<file path="config.mk">
export PLATFORM = sky130hd
export DESIGN_NAME = opmc_top
export DESIGN_NICKNAME = d
export VERILOG_FILES = /design/src/rtl/opmc_pkg.sv /design/src/rtl/opmc_mode_latch.sv /design/src/rtl/opmc_sync.sv /design/src/rtl/opmc_top.sv
export VERILOG_INCLUDE_DIRS = /design/src /design/src/rtl
export SDC_FILE = /design/constraint.sdc
export NUM_CORES = 1
export LEC_CHECK = 0
export ABC_AREA = 1
export CORE_MARGIN = 4
export CORE_UTILIZATION = 60
export DETAILED_ROUTE_END_ITERATION = 6
export DONT_BUFFER_PORTS = 1
export PLACE_DENSITY_LB_ADDON = 0.12
export SLEW_MARGIN = 20
export SYNTH_ARGS = -nofsm -noshare
export SYNTH_HDL_FRONTEND = slang
export SYNTH_SLANG_ARGS = --single-unit
export TNS_END_PERCENT = 1
</file>
<file path="constraint.sdc">
create_clock -name sys_clk -period 3.5 [get_ports sys_clk]
set_clock_uncertainty 0.05 [all_clocks]
set_input_delay 0.35 -clock sys_clk [delete_from_list [all_inputs] [get_ports sys_clk]]
set_output_delay 0.35 -clock sys_clk [all_outputs]
set_load 0.1 [all_outputs]
</file>
<file path="src/rtl/opmc_map.svh">
// Command codes, field positions, reset values for output enable control
`ifndef OPMC_MAP_SVH
`define OPMC_MAP_SVH

// Command codes of the two byte-wide settings
`define OPMC_CMD_RUN      8'h01
`define OPMC_CMD_CFG      8'h02

// Run-control byte field positions
`define OPMC_EN_HI        7
`define OPMC_EN_LO        6
`define OPMC_MG_HI        5
`define OPMC_MG_LO        4
`define OPMC_FT_HI        3
`define OPMC_FT_LO        2

// Power-on configuration byte bit positions
`define OPMC_CFG_PWRUP    4
`define OPMC_CFG_BUS      3
`define OPMC_CFG_PIN      2
`define OPMC_CFG_POL      1
`define OPMC_CFG_FAST     0

// Values held until the power-up restore arrives
`define OPMC_RUN_RST      8'h08
`define OPMC_CFG_RST      8'h17

`endif

</file>
<file path="src/rtl/opmc_pkg.sv">
// Types shared by the output enable and margin control block
package opmc_pkg;

  typedef enum logic [1:0] {
    OPMC_EN_IMM  = 2'b00,
    OPMC_EN_SOFT = 2'b01,
    OPMC_EN_ON   = 2'b10
  } opmc_en_e;

  typedef enum logic [1:0] {
    OPMC_MG_NOM  = 2'b00,
    OPMC_MG_LOW  = 2'b01,
    OPMC_MG_HIGH = 2'b10
  } opmc_mg_e;

  typedef enum logic [1:0] {
    OPMC_FT_IGNORE = 2'b01,
    OPMC_FT_ACT    = 2'b10
  } opmc_ft_e;

  typedef enum logic [1:0] {
    OPMC_ST_OFF  = 2'b00,
    OPMC_ST_RUN  = 2'b01,
    OPMC_ST_SOFT = 2'b10
  } opmc_state_e;

  typedef struct packed {
    opmc_en_e en;
    opmc_mg_e mg;
    opmc_ft_e ft;
  } opmc_mode_s;

  typedef struct packed {
    logic ov_warn;
    logic ov_fault;
    logic uv_warn;
    logic uv_fault;
  } opmc_vout_evt_s;

  typedef struct packed {
    logic       valid;
    logic [7:0] run_byte;
    logic [7:0] cfg_byte;
  } opmc_restore_s;

endpackage

</file>
<file path="src/rtl/opmc_mode_latch.sv">
// Decoded operating mode that only legal field codes may change
`timescale 1ns/100ps
`include "opmc_map.svh"
module opmc_mode_latch
(
  // Clock and reset
  input  wire logic                sys_clk,
  input  wire logic                reset,
  // Run-control byte and its load strobe
  input  wire logic                load,
  input  wire logic [7:0]          run_byte,
  // Decoded mode
  output opmc_pkg::opmc_mode_s     mode
);
  import opmc_pkg::*;

  opmc_mode_s next_mode;

  function automatic logic code_ok(input logic [1:0] code,
                                   input logic       zero_ok);
    code_ok = (code != 2'b11) && (zero_ok || code != 2'b00);
  endfunction

  always_comb
  begin
    next_mode = mode;
    if (load)
    begin
      // Undefined codes leave the previous state in force
      if (code_ok(run_byte[`OPMC_EN_HI:`OPMC_EN_LO], 1'b1)) // [RQ19]
        next_mode.en = opmc_en_e'(run_byte[`OPMC_EN_HI:`OPMC_EN_LO]);
      if (code_ok(run_byte[`OPMC_MG_HI:`OPMC_MG_LO], 1'b1)) // [RQ19]
        next_mode.mg = opmc_mg_e'(run_byte[`OPMC_MG_HI:`OPMC_MG_LO]);
      if (code_ok(run_byte[`OPMC_FT_HI:`OPMC_FT_LO], 1'b0)) // [RQ19]
        next_mode.ft = opmc_ft_e'(run_byte[`OPMC_FT_HI:`OPMC_FT_LO]);
    end
  end

  always_ff @(posedge sys_clk)
  begin
    if (reset)
    begin
      mode.en <= OPMC_EN_IMM;
      mode.mg <= OPMC_MG_NOM;
      mode.ft <= OPMC_FT_ACT;
    end
    else
      mode <= next_mode;
  end
endmodule // opmc_mode_latch

</file>
<file path="src/rtl/opmc_sync.sv">
// Two-flop synchronisers for the enable pin and the input power sense
`timescale 1ns/100ps
module opmc_sync
(
  // Clock and reset
  input  wire logic       sys_clk,
  input  wire logic       reset,
  // Asynchronous levels in, synchronised levels out
  input  wire logic [1:0] async_in,
  output logic      [1:0] sync_out
);
  logic [1:0] meta;
  logic [1:0] next_meta;
  logic [1:0] next_sync;

  genvar i;
  generate
    for (i = 0; i < 2; i++)
    begin : g_bit
      always_comb
      begin
        next_meta[i] = async_in[i];
        next_sync[i] = meta[i];
      end
    end
  endgenerate

  always_ff @(posedge sys_clk)
  begin
    if (reset)
    begin
      meta     <= 2'h0;
      sync_out <= 2'h0;
    end
    else
    begin
      meta     <= next_meta;
      sync_out <= next_sync;
    end
  end
endmodule // opmc_sync

</file>
<file path="src/rtl/opmc_top.sv">
// Output enable, shutdown style and margin target control
//
// Function
// [RQ1] Enable 00: immediate shutdown, no sequencing
// [RQ2] Enable 01: soft shutdown through turn-off sequence
// [RQ3] Enable 10: run at selected margin target
// [RQ4] Margin 00: regulate to nominal target
// [RQ5] Margin 01: regulate to margin-low target
// [RQ6] Margin 10: regulate to margin-high target
// [RQ7] Fault field: 10 acts, 01 ignores
// [RQ8] Ignore while margined: suppress output voltage events
// [RQ9] Act while margined: pass output voltage events
// [RQ10] Power-up bit clear: run whenever power present
// [RQ11] Power-up bit set: wait for pin and command
// [RQ12] Bus-mode bit clear: ignore command on/off field
// [RQ13] Bus-mode bit set: command must say run
// [RQ14] Pin-mode bit clear: ignore enable pin
// [RQ15] Pin-mode bit set: enable pin must assert
// [RQ16] Polarity bit: 0 low asserts, 1 high
// [RQ17] Disable bit clear: pin off uses soft sequence
// [RQ18] Disable bit set: pin off stops energy fast
// [RQ19] Undefined field codes hold previous operating state
`timescale 1ns/100ps
`include "opmc_map.svh"
module opmc_top
(
  // Clock and reset
  input  wire logic                   sys_clk,
  input  wire logic                   reset,
  // Command register port from the serial bus layer
  input  wire logic [7:0]             cmd_code,
  input  wire logic                   wr_req,
  input  wire logic [7:0]             wr_data,
  input  wire logic                   rd_req,
  output logic      [7:0]             rd_data,
  output logic                        cmd_ack,
  output logic                        cmd_nack,
  // Settings restored from storage at power-up
  input  wire opmc_pkg::opmc_restore_s restore,
  // Pins
  input  wire logic                   enable_pin,
  input  wire logic                   power_present,
  // Converter status
  input  wire logic                   toff_done,
  input  wire opmc_pkg::opmc_vout_evt_s vout_evt_in,
  // Sequencer control
  output logic                        out_run,
  output logic                        soft_off_active,
  output logic                        toff_start,
  output logic                        fast_off,
  // Margin target and fault gating
  output opmc_pkg::opmc_mg_e          target_sel,
  output logic                        vout_fault_act,
  output opmc_pkg::opmc_vout_evt_s    vout_evt_out
);
  import opmc_pkg::*;

  // Register and mode state
  logic [7:0]     run_byte;
  logic [7:0]     cfg_byte;
  logic [7:0]     next_run_byte;
  logic [7:0]     next_cfg_byte;
  logic           mode_load;
  logic [7:0]     mode_src;
  opmc_mode_s     mode;

  // Synchronised pin levels
  logic [1:0]     pins_sync;
  logic           pin_level;
  logic           pwr_ok;

  // Enable decision
  logic           gate_bus;
  logic           gate_pin;
  logic           bus_on;
  logic           pin_on;
  logic           want_on;
  logic           off_now;
  logic           bus_imm;
  logic           pin_fast;

  // Sequencer state
  opmc_state_e    state;
  opmc_state_e    next_state;
  logic           next_out_run;
  logic           next_soft_off_active;
  logic           next_toff_start;
  logic           next_fast_off;

  // Margin and fault gating
  logic           margined;
  logic           suppress;
  opmc_mg_e       next_target_sel;
  logic           next_vout_fault_act;
  opmc_vout_evt_s next_vout_evt_out;

  // Bus answer
  logic [7:0]     next_rd_data;
  logic           next_cmd_ack;
  logic           next_cmd_nack;

  // Command decode
  logic           hit_run;
  logic           hit_cfg;

  // Bit 0 carries the enable pin, bit 1 the input power sense
  opmc_sync u_sync
  (
    .sys_clk  (sys_clk),
    .reset    (reset),
    .async_in ({power_present, enable_pin}),
    .sync_out (pins_sync)
  );

  assign pin_level = pins_sync[0];
  assign pwr_ok    = pins_sync[1];

  // A source only gates start-up once the power-up bit hands over control
  function automatic logic src_used(input logic [7:0] cfg,
                                    input logic       sel);
    src_used = cfg[`OPMC_CFG_PWRUP] && sel;             // [RQ10] [RQ11]
  endfunction

  // Command decode, shared by the write path and the answer
  always_comb
  begin
    hit_run = (cmd_code == `OPMC_CMD_RUN);
    hit_cfg = (cmd_code == `OPMC_CMD_CFG);
  end

  // Register writes; the power-up restore overrides a host write
  always_comb
  begin
    next_run_byte = run_byte;
    next_cfg_byte = cfg_byte;
    if (restore.valid)
    begin
      next_run_byte = restore.run_byte;
      next_cfg_byte = restore.cfg_byte;
    end
    else if (wr_req && hit_run)
      next_run_byte = wr_data;
    else if (wr_req && hit_cfg)
      next_cfg_byte = wr_data;
  end

  // Restore and host write share one mode decoder
  assign mode_load = restore.valid || (wr_req && hit_run);
  assign mode_src  = restore.valid ? restore.run_byte : wr_data;

  opmc_mode_latch u_mode
  (
    .sys_clk  (sys_clk),
    .reset    (reset),
    .load     (mode_load),
    .run_byte (mode_src),
    .mode     (mode)
  );

  // Register read and command answer, one cycle after the request
  always_comb
  begin
    next_rd_data  = 8'h00;
    next_cmd_ack  = 1'b0;
    next_cmd_nack = 1'b0;
    if (rd_req || wr_req)
    begin
      if (hit_run)
      begin
        next_cmd_ack = 1'b1;
        if (rd_req)
          next_rd_data = run_byte;
      end
      else if (hit_cfg)
      begin
        next_cmd_ack = 1'b1;
        if (rd_req)
          next_rd_data = cfg_byte;
      end
      else
      begin
        // Refused codes change no register
        next_cmd_nack = 1'b1;
      end
    end
  end

  // Enable sources
  always_comb
  begin
    // Power-up bit clear lets the output run on power alone
    gate_bus = src_used(cfg_byte, cfg_byte[`OPMC_CFG_BUS]); // [RQ12] [RQ13]
    gate_pin = src_used(cfg_byte, cfg_byte[`OPMC_CFG_PIN]); // [RQ14] [RQ15]
    bus_on   = (mode.en == OPMC_EN_ON);                 // [RQ3]
    pin_on   = (pin_level == cfg_byte[`OPMC_CFG_POL]);  // [RQ16]
    want_on  = pwr_ok
               && (!gate_bus || bus_on)                 // [RQ13]
               && (!gate_pin || pin_on);                // [RQ15]
    // Fast sources: bus immediate off and pin release with fast bit
    bus_imm  = gate_bus && (mode.en == OPMC_EN_IMM);    // [RQ1]
    pin_fast = gate_pin && !pin_on
               && cfg_byte[`OPMC_CFG_FAST];             // [RQ18]
    // Power loss counts as immediate; any fast source wins over a soft one
    off_now  = !pwr_ok || bus_imm || pin_fast;
  end

  // Run, soft-off and off sequencing
  always_comb
  begin
    next_state      = state;
    next_toff_start = 1'b0;
    next_fast_off   = 1'b0;
    case (state)
      OPMC_ST_OFF:
      begin
        // Start only once every enabled source agrees
        if (want_on)
          next_state = OPMC_ST_RUN;
      end
      OPMC_ST_RUN:
      begin
        // Fast exit is checked first so it never waits on the timer
        if (!want_on && off_now)
        begin
          next_state    = OPMC_ST_OFF;
          next_fast_off = 1'b1;                         // [RQ1] [RQ18]
        end
        else if (!want_on)
        begin
          next_state      = OPMC_ST_SOFT;
          next_toff_start = 1'b1;                       // [RQ2] [RQ17]
        end
      end
      OPMC_ST_SOFT:
      begin
        // An immediate request cuts a running soft shutdown short
        if (off_now)
        begin
          next_state    = OPMC_ST_OFF;
          next_fast_off = 1'b1;                         // [RQ1]
        end
        else if (toff_done)
          next_state = OPMC_ST_OFF;                     // [RQ2] [RQ17]
      end
      default:
        next_state = OPMC_ST_OFF;
    endcase
    next_out_run         = (next_state == OPMC_ST_RUN);
    next_soft_off_active = (next_state == OPMC_ST_SOFT);
  end

  // Margin target and fault gating
  always_comb
  begin
    next_target_sel     = mode.mg;                      // [RQ4] [RQ5] [RQ6]
    margined            = (mode.mg != OPMC_MG_NOM);
    // Outside margining the events always pass
    suppress            = margined
                          && (mode.ft == OPMC_FT_IGNORE); // [RQ7] [RQ8]
    if (suppress)
    begin
      next_vout_fault_act = 1'b0;                       // [RQ8]
      next_vout_evt_out   = '0;                         // [RQ8]
    end
    else
    begin
      next_vout_fault_act = 1'b1;                       // [RQ9]
      next_vout_evt_out   = vout_evt_in;                // [RQ9]
    end
  end

  // Register group
  always_ff @(posedge sys_clk)
  begin
    if (reset)
    begin
      run_byte <= `OPMC_RUN_RST;
      cfg_byte <= `OPMC_CFG_RST;
    end
    else
    begin
      run_byte <= next_run_byte;
      cfg_byte <= next_cfg_byte;
    end
  end

  // Sequencer group
  always_ff @(posedge sys_clk)
  begin
    if (reset)
    begin
      state           <= OPMC_ST_OFF;
      out_run         <= 1'b0;
      soft_off_active <= 1'b0;
      toff_start      <= 1'b0;
      fast_off        <= 1'b0;
    end
    else
    begin
      state           <= next_state;
      out_run         <= next_out_run;
      soft_off_active <= next_soft_off_active;
      toff_start      <= next_toff_start;
      fast_off        <= next_fast_off;
    end
  end

  // Margin target and fault gating group
  always_ff @(posedge sys_clk)
  begin
    if (reset)
    begin
      target_sel     <= OPMC_MG_NOM;
      vout_fault_act <= 1'b1;
      vout_evt_out   <= '0;
    end
    else
    begin
      target_sel     <= next_target_sel;
      vout_fault_act <= next_vout_fault_act;
      vout_evt_out   <= next_vout_evt_out;
    end
  end

  // Bus answer group
  always_ff @(posedge sys_clk)
  begin
    if (reset)
    begin
      rd_data  <= 8'h00;
      cmd_ack  <= 1'b0;
      cmd_nack <= 1'b0;
    end
    else
    begin
      rd_data  <= next_rd_data;
      cmd_ack  <= next_cmd_ack;
      cmd_nack <= next_cmd_nack;
    end
  end
endmodule // opmc_top

</file>
== Word-level counts from Yosys, hierarchy flattened ==
Index checks and enable logic that the tools add are counted.

* Register bits after elaboration: 49
* Word-level logic and storage cells: 97

* Equal/unequal tests: 13
* Multiplexer cells: 24
* Bitwise gates (word level): 2
* Reductions and logical operators: 37

{| class="wikitable"
|+ Operators with widths
! operator !! count
|-
| 2-to-1 mux 8 bit || 10
|-
| logical AND 1 bit || 12
|-
| 2-to-1 mux 2 bit || 5
|-
| equality test 8 x 1 -> 1 bit (second input constant) || 1
|-
| equality test 8 x 2 -> 1 bit (second input constant) || 1
|-
| != test 2 bit (second input constant) || 4
|-
| AND reduction 2 bit || 4
|-
| nonzero test 2 bit || 4
|-
| 2-to-1 mux 1 bit || 7
|-
| equality test 2 x 1 -> 1 bit (second input constant) || 3
|-
| equality test 2 bit (second input constant) || 3
|-
| logical OR 1 bit || 6
|-
| case mux 2 bit (3 select lines) || 1
|-
| OR reduction 3 bit || 2
|-
| logical NOT 1 bit || 5
|-
| logical NOT 2 bit || 2
|-
| OR reduction 2 bit || 2
|-
| inverter 1 bit || 2
|-
| case mux 1 bit (2 select lines) || 1
|-
| equality test 1 bit || 1
|}

== Longest topological paths before layout ==
Gate-level depths: netlist (run 1).

* Depth after elaboration: 10
* Mapped depth: 11

== Cells and area by module ==
From an unflattened synthesis (run 1), not the netlist that was laid out.

* Cell total of the unflattened synthesis: 296
* Area, all modules: 2129.5 µm²

{| class="wikitable"
|+ By module, submodules not included
! module !! times used !! cells each !! area each (µm²) !! sequential area each (µm²)
|-
| opmc_top || 1 || 247 || 1773.0 || 780.7
|-
| opmc_mode_latch || 1 || 37 || 246.5 || 120.1
|-
| opmc_sync || 1 || 12 || 110.1 || 80.1
|}

== Least setup slack after synthesis (run 1) ==
Ideal clock, no wire load.

* Path type: flip-flop to output port
* Start point: register cmd_ack
* End point: output port cmd_ack
* Arrival time: 0.909 ns
* Slack: 2.191 ns
* Stages on the path, launching flop included: 1
* Buffers on the path: 0
* Cells stage by stage: dfxtp_1

{| class="wikitable"
|+ RTL lines
! what !! line !! RTL
|-
| from (decl) || opmc_top.sv:36 || <nowiki>output logic cmd_ack,</nowiki>
|-
| from (signal assigned) || opmc_top.sv:337 || <nowiki>cmd_ack <= next_cmd_ack;</nowiki>
|}

No word-level cell between the ends.

== Worst setup path after layout (run 1) ==
* Start point: register rd_data[6]
* End point: output port rd_data[6]

{| class="wikitable"
|+ RTL lines
! what !! line !! RTL
|-
| from (decl) || opmc_top.sv:35 || <nowiki>output logic [7:0] rd_data,</nowiki>
|-
| from (signal assigned) || opmc_top.sv:336 || <nowiki>rd_data <= next_rd_data;</nowiki>
|}

No word-level cell between the ends.

==> metrics.txt, run 1 <==
n_diodes=0; worst-path maximum fanout=1; vias per inst=5.16; Overall Power=just under 0.001 W; die footprint=between 0.004 and 0.005 mm²; cell count after synthesis=293; total wire length=about 4500 µm; WL/cell=13.2 µm; register bit total from synthesis=slightly below 50; Starting DRT DRC Count=80; crit path launch type=register; Final HPWL DP=3370 µm; Die W=between 60 and 70 µm; Max Slew Vio Count=0; Synth cell types=31; # fillers=301; worst-case clock buffer depth=2; nets@finish=342; first-pass GRT wire length=7160 µm; CTS Hold Bufs=2; final setup fails=0; clock root buffer=clkbuf_4; Rows=21; Tcrit/Tclk final=roughly 50%; input/output buffers=0; status=finished, final reports clean; Clk pin slew, worst setup/hold paths=0.12 ns; hold path start=enable_pin; Syn Nets=roughly 340; Arr. time, crit path=1.33 ns; Post-CTS Resized=0; reg-to-reg startpoint=state[0]; final hold violation count=0; CTS tree=built; CTS sink count=49; MaxCap Viol Count=0; area delta synth->final=3.71%; Hold WC Path Type=input port to register; share of layout cells above drive strength 1=6.78%; die span in y=between 60 and 70 µm; Routed Antenna Nets=0; setup tns final=0 ns; number of global-route vias before repair=1,585; initial core utilization=between 60% and 70%; drt pass-1 iters=4; Crit Path Class=register to output pin; clk_lat worst skew=0.35 ns; Fmax=0.578 GHz; Top-Level Pins=65; Worst Max-Slew Pin Slew=around 0.96 ns; Pwr Density=444 mW/mm²; Lkg Pwr=1.03 nW; RSZ-0062 raised after global routing=no; Total GRT Usage=21.4%; Num CTS Buffers=5; Final min period=about 1.7 ns; Post-Synthesis Cell Area=0.00213 mm²; flop-to-flop setup slack=2.14 ns; Hold Crit Endpoint=u_sync.meta[0]; syn avg cell area=~7.3 µm²; largest net degree at the start of global routing=21; share of the yosys chip area belonging to registers=between 40 and 50%; VDD IR max=0.000287 V; Core ar.=0.00339 mm²; hold depth=2; Crit path required time=3.10 ns; H-tree depth=2; commonest cells after routing, fill and taps aside=nand2_1 (81), dfxtp_1 (49), inv_1 (36); postcts setup bufs=0; Congestion Overflow GR=0; relative slew slack=35.8%; commonest non-fill, non-tap cell in the layout=nand2_1; DR vias=roughly 1,800; drc violations=0; initial antenna violation count=0; reg2reg path depth=10; Ys Warns=0; CP Capture Type=output pin; reg2reg end=soft_off_active; GPL Wtd Cong=0.803
## cell families after synthesis
| group | Yosys count | synth area share (%) |
|---|---|---|
| adders and majority gates | 4 | 2.35 |
| xor gates and xnor gates | 1 | 0.412 |
| DFF | 49 | 46.1 |
| and+or+nand+nor | 158 | 33.0 |
| buffers and inverters | 49 | 9.77 |
| AOI/OAI and AO/OA | 32 | 8.30 |
## cell usage after synthesis
cell type,number,area share (%)
a21boi_0,1,0.35
a21boi_2,1,0.53
a21oi_1,20,4.7
a31oi_1,1,0.29
buf_1,1,0.18
buf_2,4,0.94
buf_4,1,0.35
buf_6,2,1.1
clkbuf_1,1,0.18
dfxtp_1,49,46
ha_1,4,2.4
inv_1,36,6.4
inv_2,4,0.71
nand2_1,81,14
nand2_2,2,0.59
nand2_4,2,1.1
nand3_1,23,5.4
nand3_2,1,0.47
nand3b_1,3,1.1
nand4_1,6,1.8
nand4_2,1,0.59
nor2_1,33,5.8
nor2_2,2,0.59
nor2b_1,1,0.29
nor3_1,2,0.47
nor3b_2,1,0.59
o211ai_1,1,0.35
o21ai_0,6,1.4
o21ai_1,1,0.24
o21ai_2,1,0.41
xor2_1,1,0.41
## worst max-delay path by stage
stage,startpoint,to,slack (ns),cells after the start
after floorplan,cmd_ack,cmd_ack,2.19,0
after global placement,cmd_code[7],u_mode.mode[0],1.82,10
after detailed placement,cmd_code[1],u_mode.mode[0],1.72,10
after CTS,rd_data[6],rd_data[6],1.75,0
after global routing,soft_off_active,soft_off_active,1.72,0
final,rd_data[6],rd_data[6],1.77,0
## sequential cells by signal, indices dropped and copies added, names as in the netlist, 2 cells and up
name and cells:
cfg_byte 8, state 2, u_mode.mode 6, vout_evt_out 4
target_sel 2, run_byte 8, u_sync.meta 2, rd_data 8
u_sync.sync_out 2
## worst register-to-register path: stages, from the launching register on
cell	delay (ns)
dfxtp_1	0.35
inv_1	0.10
ha_1	0.19
inv_1	0.04
nor2_1	0.08
nand3_1	0.10
nand2_1	0.08
nand2_1	0.04
nand2_1	0.07
nand3_1	0.09
nor2_1	0.11
## metal layers
metal | routed length, µm | up-vias | GRT usage (%)
li1 | - | 921 | -
met1 | 2100 | 772 | 27.9
met2 | 2100 | 63 | 34.9
met3 | 302 | 2 | 5.32
met4 | 11 | 0 | 6.08
met5 | 0 | - | 0
## cell type report
class | count | area [µm²] | area share (%)
flip-flops and latches | 49 | 981 | 44.5
inverters | 40 | 150 | 6.81
repair buffers | 3 | 30.0 | 1.36
well taps | 46 | 57.6 | 2.61
clock buffers | 8 | 48.8 | 2.21
multi-input cells | 195 | 937 | 42.5
## metrics by stage
stage | hold WS, ns | setup slack (ns) | utilization, % | instances | instance area (µm²)
after floorplan | 0.338 | 2.19 | - | 293 | 2130
after global placement | 0.344 | 1.82 | 62.7 | 330 | 2130
after detailed placement | 0.346 | 1.72 | 62.7 | 330 | 2130
after CTS | 0.000769 | 1.75 | 64.7 | 340 | 2190
after global routing | 0.00590 | 1.72 | 65.0 | 341 | 2200
final | 0.0353 | 1.77 | 65.0 | 341 | 2200
## report_power, final
group	internal (W)	switching, W	total [W]
Clock	0.0000804	0.000162	0.000242
Sequential	0.000583	0.0000555	0.000639
Combinational	0.0000356	0.0000617	0.0000974
Power figures use the tool's default switching activity.
==> inputs of run 2 (changes only) <==
==> constraint.sdc (replaced) <==
create_clock -name sys_clk -period 1.61 [get_ports sys_clk]
set_clock_uncertainty 0.05 [all_clocks]
set_input_delay 0.161 -clock sys_clk [delete_from_list [all_inputs] [get_ports sys_clk]]
set_output_delay 0.161 -clock sys_clk [all_outputs]
set_load 0.1 [all_outputs]
==> metrics.txt, run 2 (same netlist as run 1, synthesis figures left out) <==
status=finished with violations (was finished, final reports clean); failing checks=hold timing; die footprint=0.00456 mm² (unchanged); reg2reg end=soft_off_active (unchanged); worst path bufs/invs=2; reg2reg path depth=10 (unchanged); Final min period=about 1.4 ns; post-route insts no fill=381 (was 341); die span in y=67.5 µm (unchanged); total wire length=5000 µm (was 4510 µm); setup tns final=0 ns (unchanged); Total GRT Usage=24.5% (was 21.4%); Congestion Overflow GR=0 (unchanged); Switching Fraction=29.9% (was 28.5%); number of global-route vias before repair=1,812 (was 1,585); Rows=21 (unchanged); relative slew slack=54.5% (was 35.8%); reg-to-reg startpoint=state[0] (unchanged); VDD IR max=0.000581 V (was 0.000287 V); Crit Path Class=register to register (was register to output pin); H-tree depth=2 (unchanged); flop-to-flop setup slack=0.26 ns (was 2.14 ns); Top cell by count, worst path=nand2_1; combinational power share=16.3% (was 10.0%); Tcrit/Tclk final=83.9%; final hold violation count=4 (was 0); n_diodes=0 (unchanged); worst hold slack=-0.00615 ns (was 0.0353 ns); Hold WC Path Type=input port to register (unchanged); Starting DRT DRC Count=124 (was 80); Fmax=0.740 GHz; DR vias=1,961 (was 1,758); clk_lat worst skew=0.36 ns (was 0.35 ns); post-place instance area=0.00231 mm² (was 0.00213 mm²); drt pass-1 iters=4 (unchanged); CTS sink count=49 (unchanged); Crit path required time=1.86 ns (was 3.10 ns); Worst Max-Slew Pin Slew=0.683 ns (was 0.962 ns); share of layout cells above drive strength 1=14.0% (was 6.78%); Core ar.=0.00339 mm² (unchanged); Placement Setup Slack=0.279 ns (was 1.72 ns); Max Slew Vio Count=0 (unchanged); first-pass GRT wire length=8360 µm (was 7160 µm); hold path start=wr_data[1] (was enable_pin); Clk network pwr share=25.2% (was 24.7%); area delta synth->final=20.5% (was 3.71%); Flop pwr share=58.5% (was 65.3%); hold depth=4 (was 2); input/output buffers=0 (unchanged); GPL Wtd Cong=0.898 (was 0.803); vias per inst=5.15 (was 5.16); Die W=67.5 µm (unchanged); MaxCap Viol Count=0 (unchanged); final setup fails=0 (unchanged); crit-path max cell delay=0.36 ns; Arr. time, crit path=1.61 ns (was 1.33 ns); Top-Level Pins=65 (unchanged); worst-path maximum fanout=3 (was 1); RSZ-0062 raised after global routing=no (unchanged); largest net degree at the start of global routing=19 (was 21); CP Capture Type=register (was output pin); crit path launch type=register (unchanged); Hold Crit Endpoint=cfg_byte[1] (was u_sync.meta[0]); slowest cell on the critical path=dfxtp_1; initial antenna violation count=0 (unchanged); Lkg Pwr=1.24 nW (was 1.03 nW); commonest cells after routing, fill and taps aside=nand2_1 (81), dfxtp_1 (49), inv_1 (36) (unchanged); Largest delay share family, worst path=simple AND/OR/NAND/NOR gates; CTS tree=built (unchanged); Final WS setup=0.259 ns (was 1.77 ns); commonest non-fill, non-tap cell in the layout=nand2_1 (unchanged); WL/cell=13.1 µm (was 13.2 µm); Clk pin slew, worst setup/hold paths=0.14 ns (was 0.12 ns); Switch Pwr=0.000665 W (was 0.000279 W); Finished Cell Area=0.00256 mm² (was 0.00220 mm²); worst-case clock buffer depth=2 (unchanged); Pwr Density=869 mW/mm² (was 444 mW/mm²); clock root buffer=clkbuf_4 (unchanged); internal power=0.00156 W (was 0.000699 W); worst-path cell chain=inv_1 > ha_1 > inv_1 > nor2_1 > nand3_1 > nand2_1 > nand2_1 > nand2_1 > nand3_1 > nor2_1; Num CTS Buffers=5 (unchanged); Final HPWL DP=3380 µm (was 3370 µm); DP Cell Count=354 (was 330); largest registers=cfg_byte: 8 flops, rd_data: 8 flops, run_byte: 8 flops (unchanged); drc violations=0 (unchanged); nets@finish=382 (was 342); Routed Antenna Nets=0 (unchanged); initial core utilization=62.7% (unchanged); postcts setup bufs=0 (unchanged)
[run 2: power groups by stage]
stage	sequential [W]	combinational (W)	clock, W
6_report	0.00130	0.000363	0.000561
4_1_cts	0.00130	0.000358	0.000562
3_5_place_dp	0.00133	0.000309	0
2_1_floorplan	0.00141	0.000184	0
5_1_grt	0.00131	0.000404	0.000629
3_3_place_gp	0.00133	0.000304	0
[run 2: how the worst max path moves through the flow]
stage / slack, ns / depth (start not counted) / endpoint / startpoint
after floorplan: 0.43 / 11 / out_run / state[0]
after global placement: 0.29 / 11 / out_run / state[0]
after detailed placement: 0.28 / 7 / u_mode.mode[5] / restore[16]
after CTS: 0.02 / 6 / rd_data[7] / reset
after global routing: 0.04 / 10 / soft_off_active / state[0]
final: 0.26 / 10 / soft_off_active / state[0]
[run 2: stage by stage]
| step | hold slack, ns | util, % | power [W] |
|---|---|---|---|
| final | -0.00615 | 75.6 | 0.00222 |
| after global routing | 0.00721 | 75.6 | 0.00234 |
| after CTS | 0.00143 | 75.4 | 0.00222 |
| after detailed placement | 0.186 | 68.0 | 0.00164 |
| after global placement | 0.183 | 68.0 | 0.00163 |
| after floorplan | 0.218 | - | 0.00159 |
[run 2: final cells by class]
cell class / instances / area [µm²]
inverters: 40 / 150
multi-input cells: 195 / 937
clock buffers: 5 / 37.5
clock inverters: 3 / 22.5
well taps: 46 / 57.6
flip-flops and latches: 49 / 981
fillers: 277 / 828
repair buffers: 43 / 375
[run 2: what timing repair did]
item / 4_1_cts / 5_1_grt
endpoints found under the setup margin: 0 / 9
resized for setup: 0 / 2
endpoints found under the hold margin: 28 / 0
hold buffers: 19 / 0
[run 2: worst register-to-register path, cell delays in order (launching register included)]
cell and delay, ns:
dfxtp_1 0.36, inv_1 0.10, ha_1 0.18, inv_1 0.04, nor2_1 0.09, nand3_1 0.11
nand2_1 0.08, nand2_1 0.04, nand2_1 0.07, nand3_1 0.09, nor2_1 0.09
[run 2: metal layers]
metal | GRT usage [%] | share of wire (%) | up-vias
li1 | - | - | 1005
met3 | 5.32 | 6.7 | 12
met1 | 32.4 | 43 | 873
met5 | 0 | 0 | -
met2 | 39.2 | 48 | 71
met4 | 8.86 | 2.6 | 0
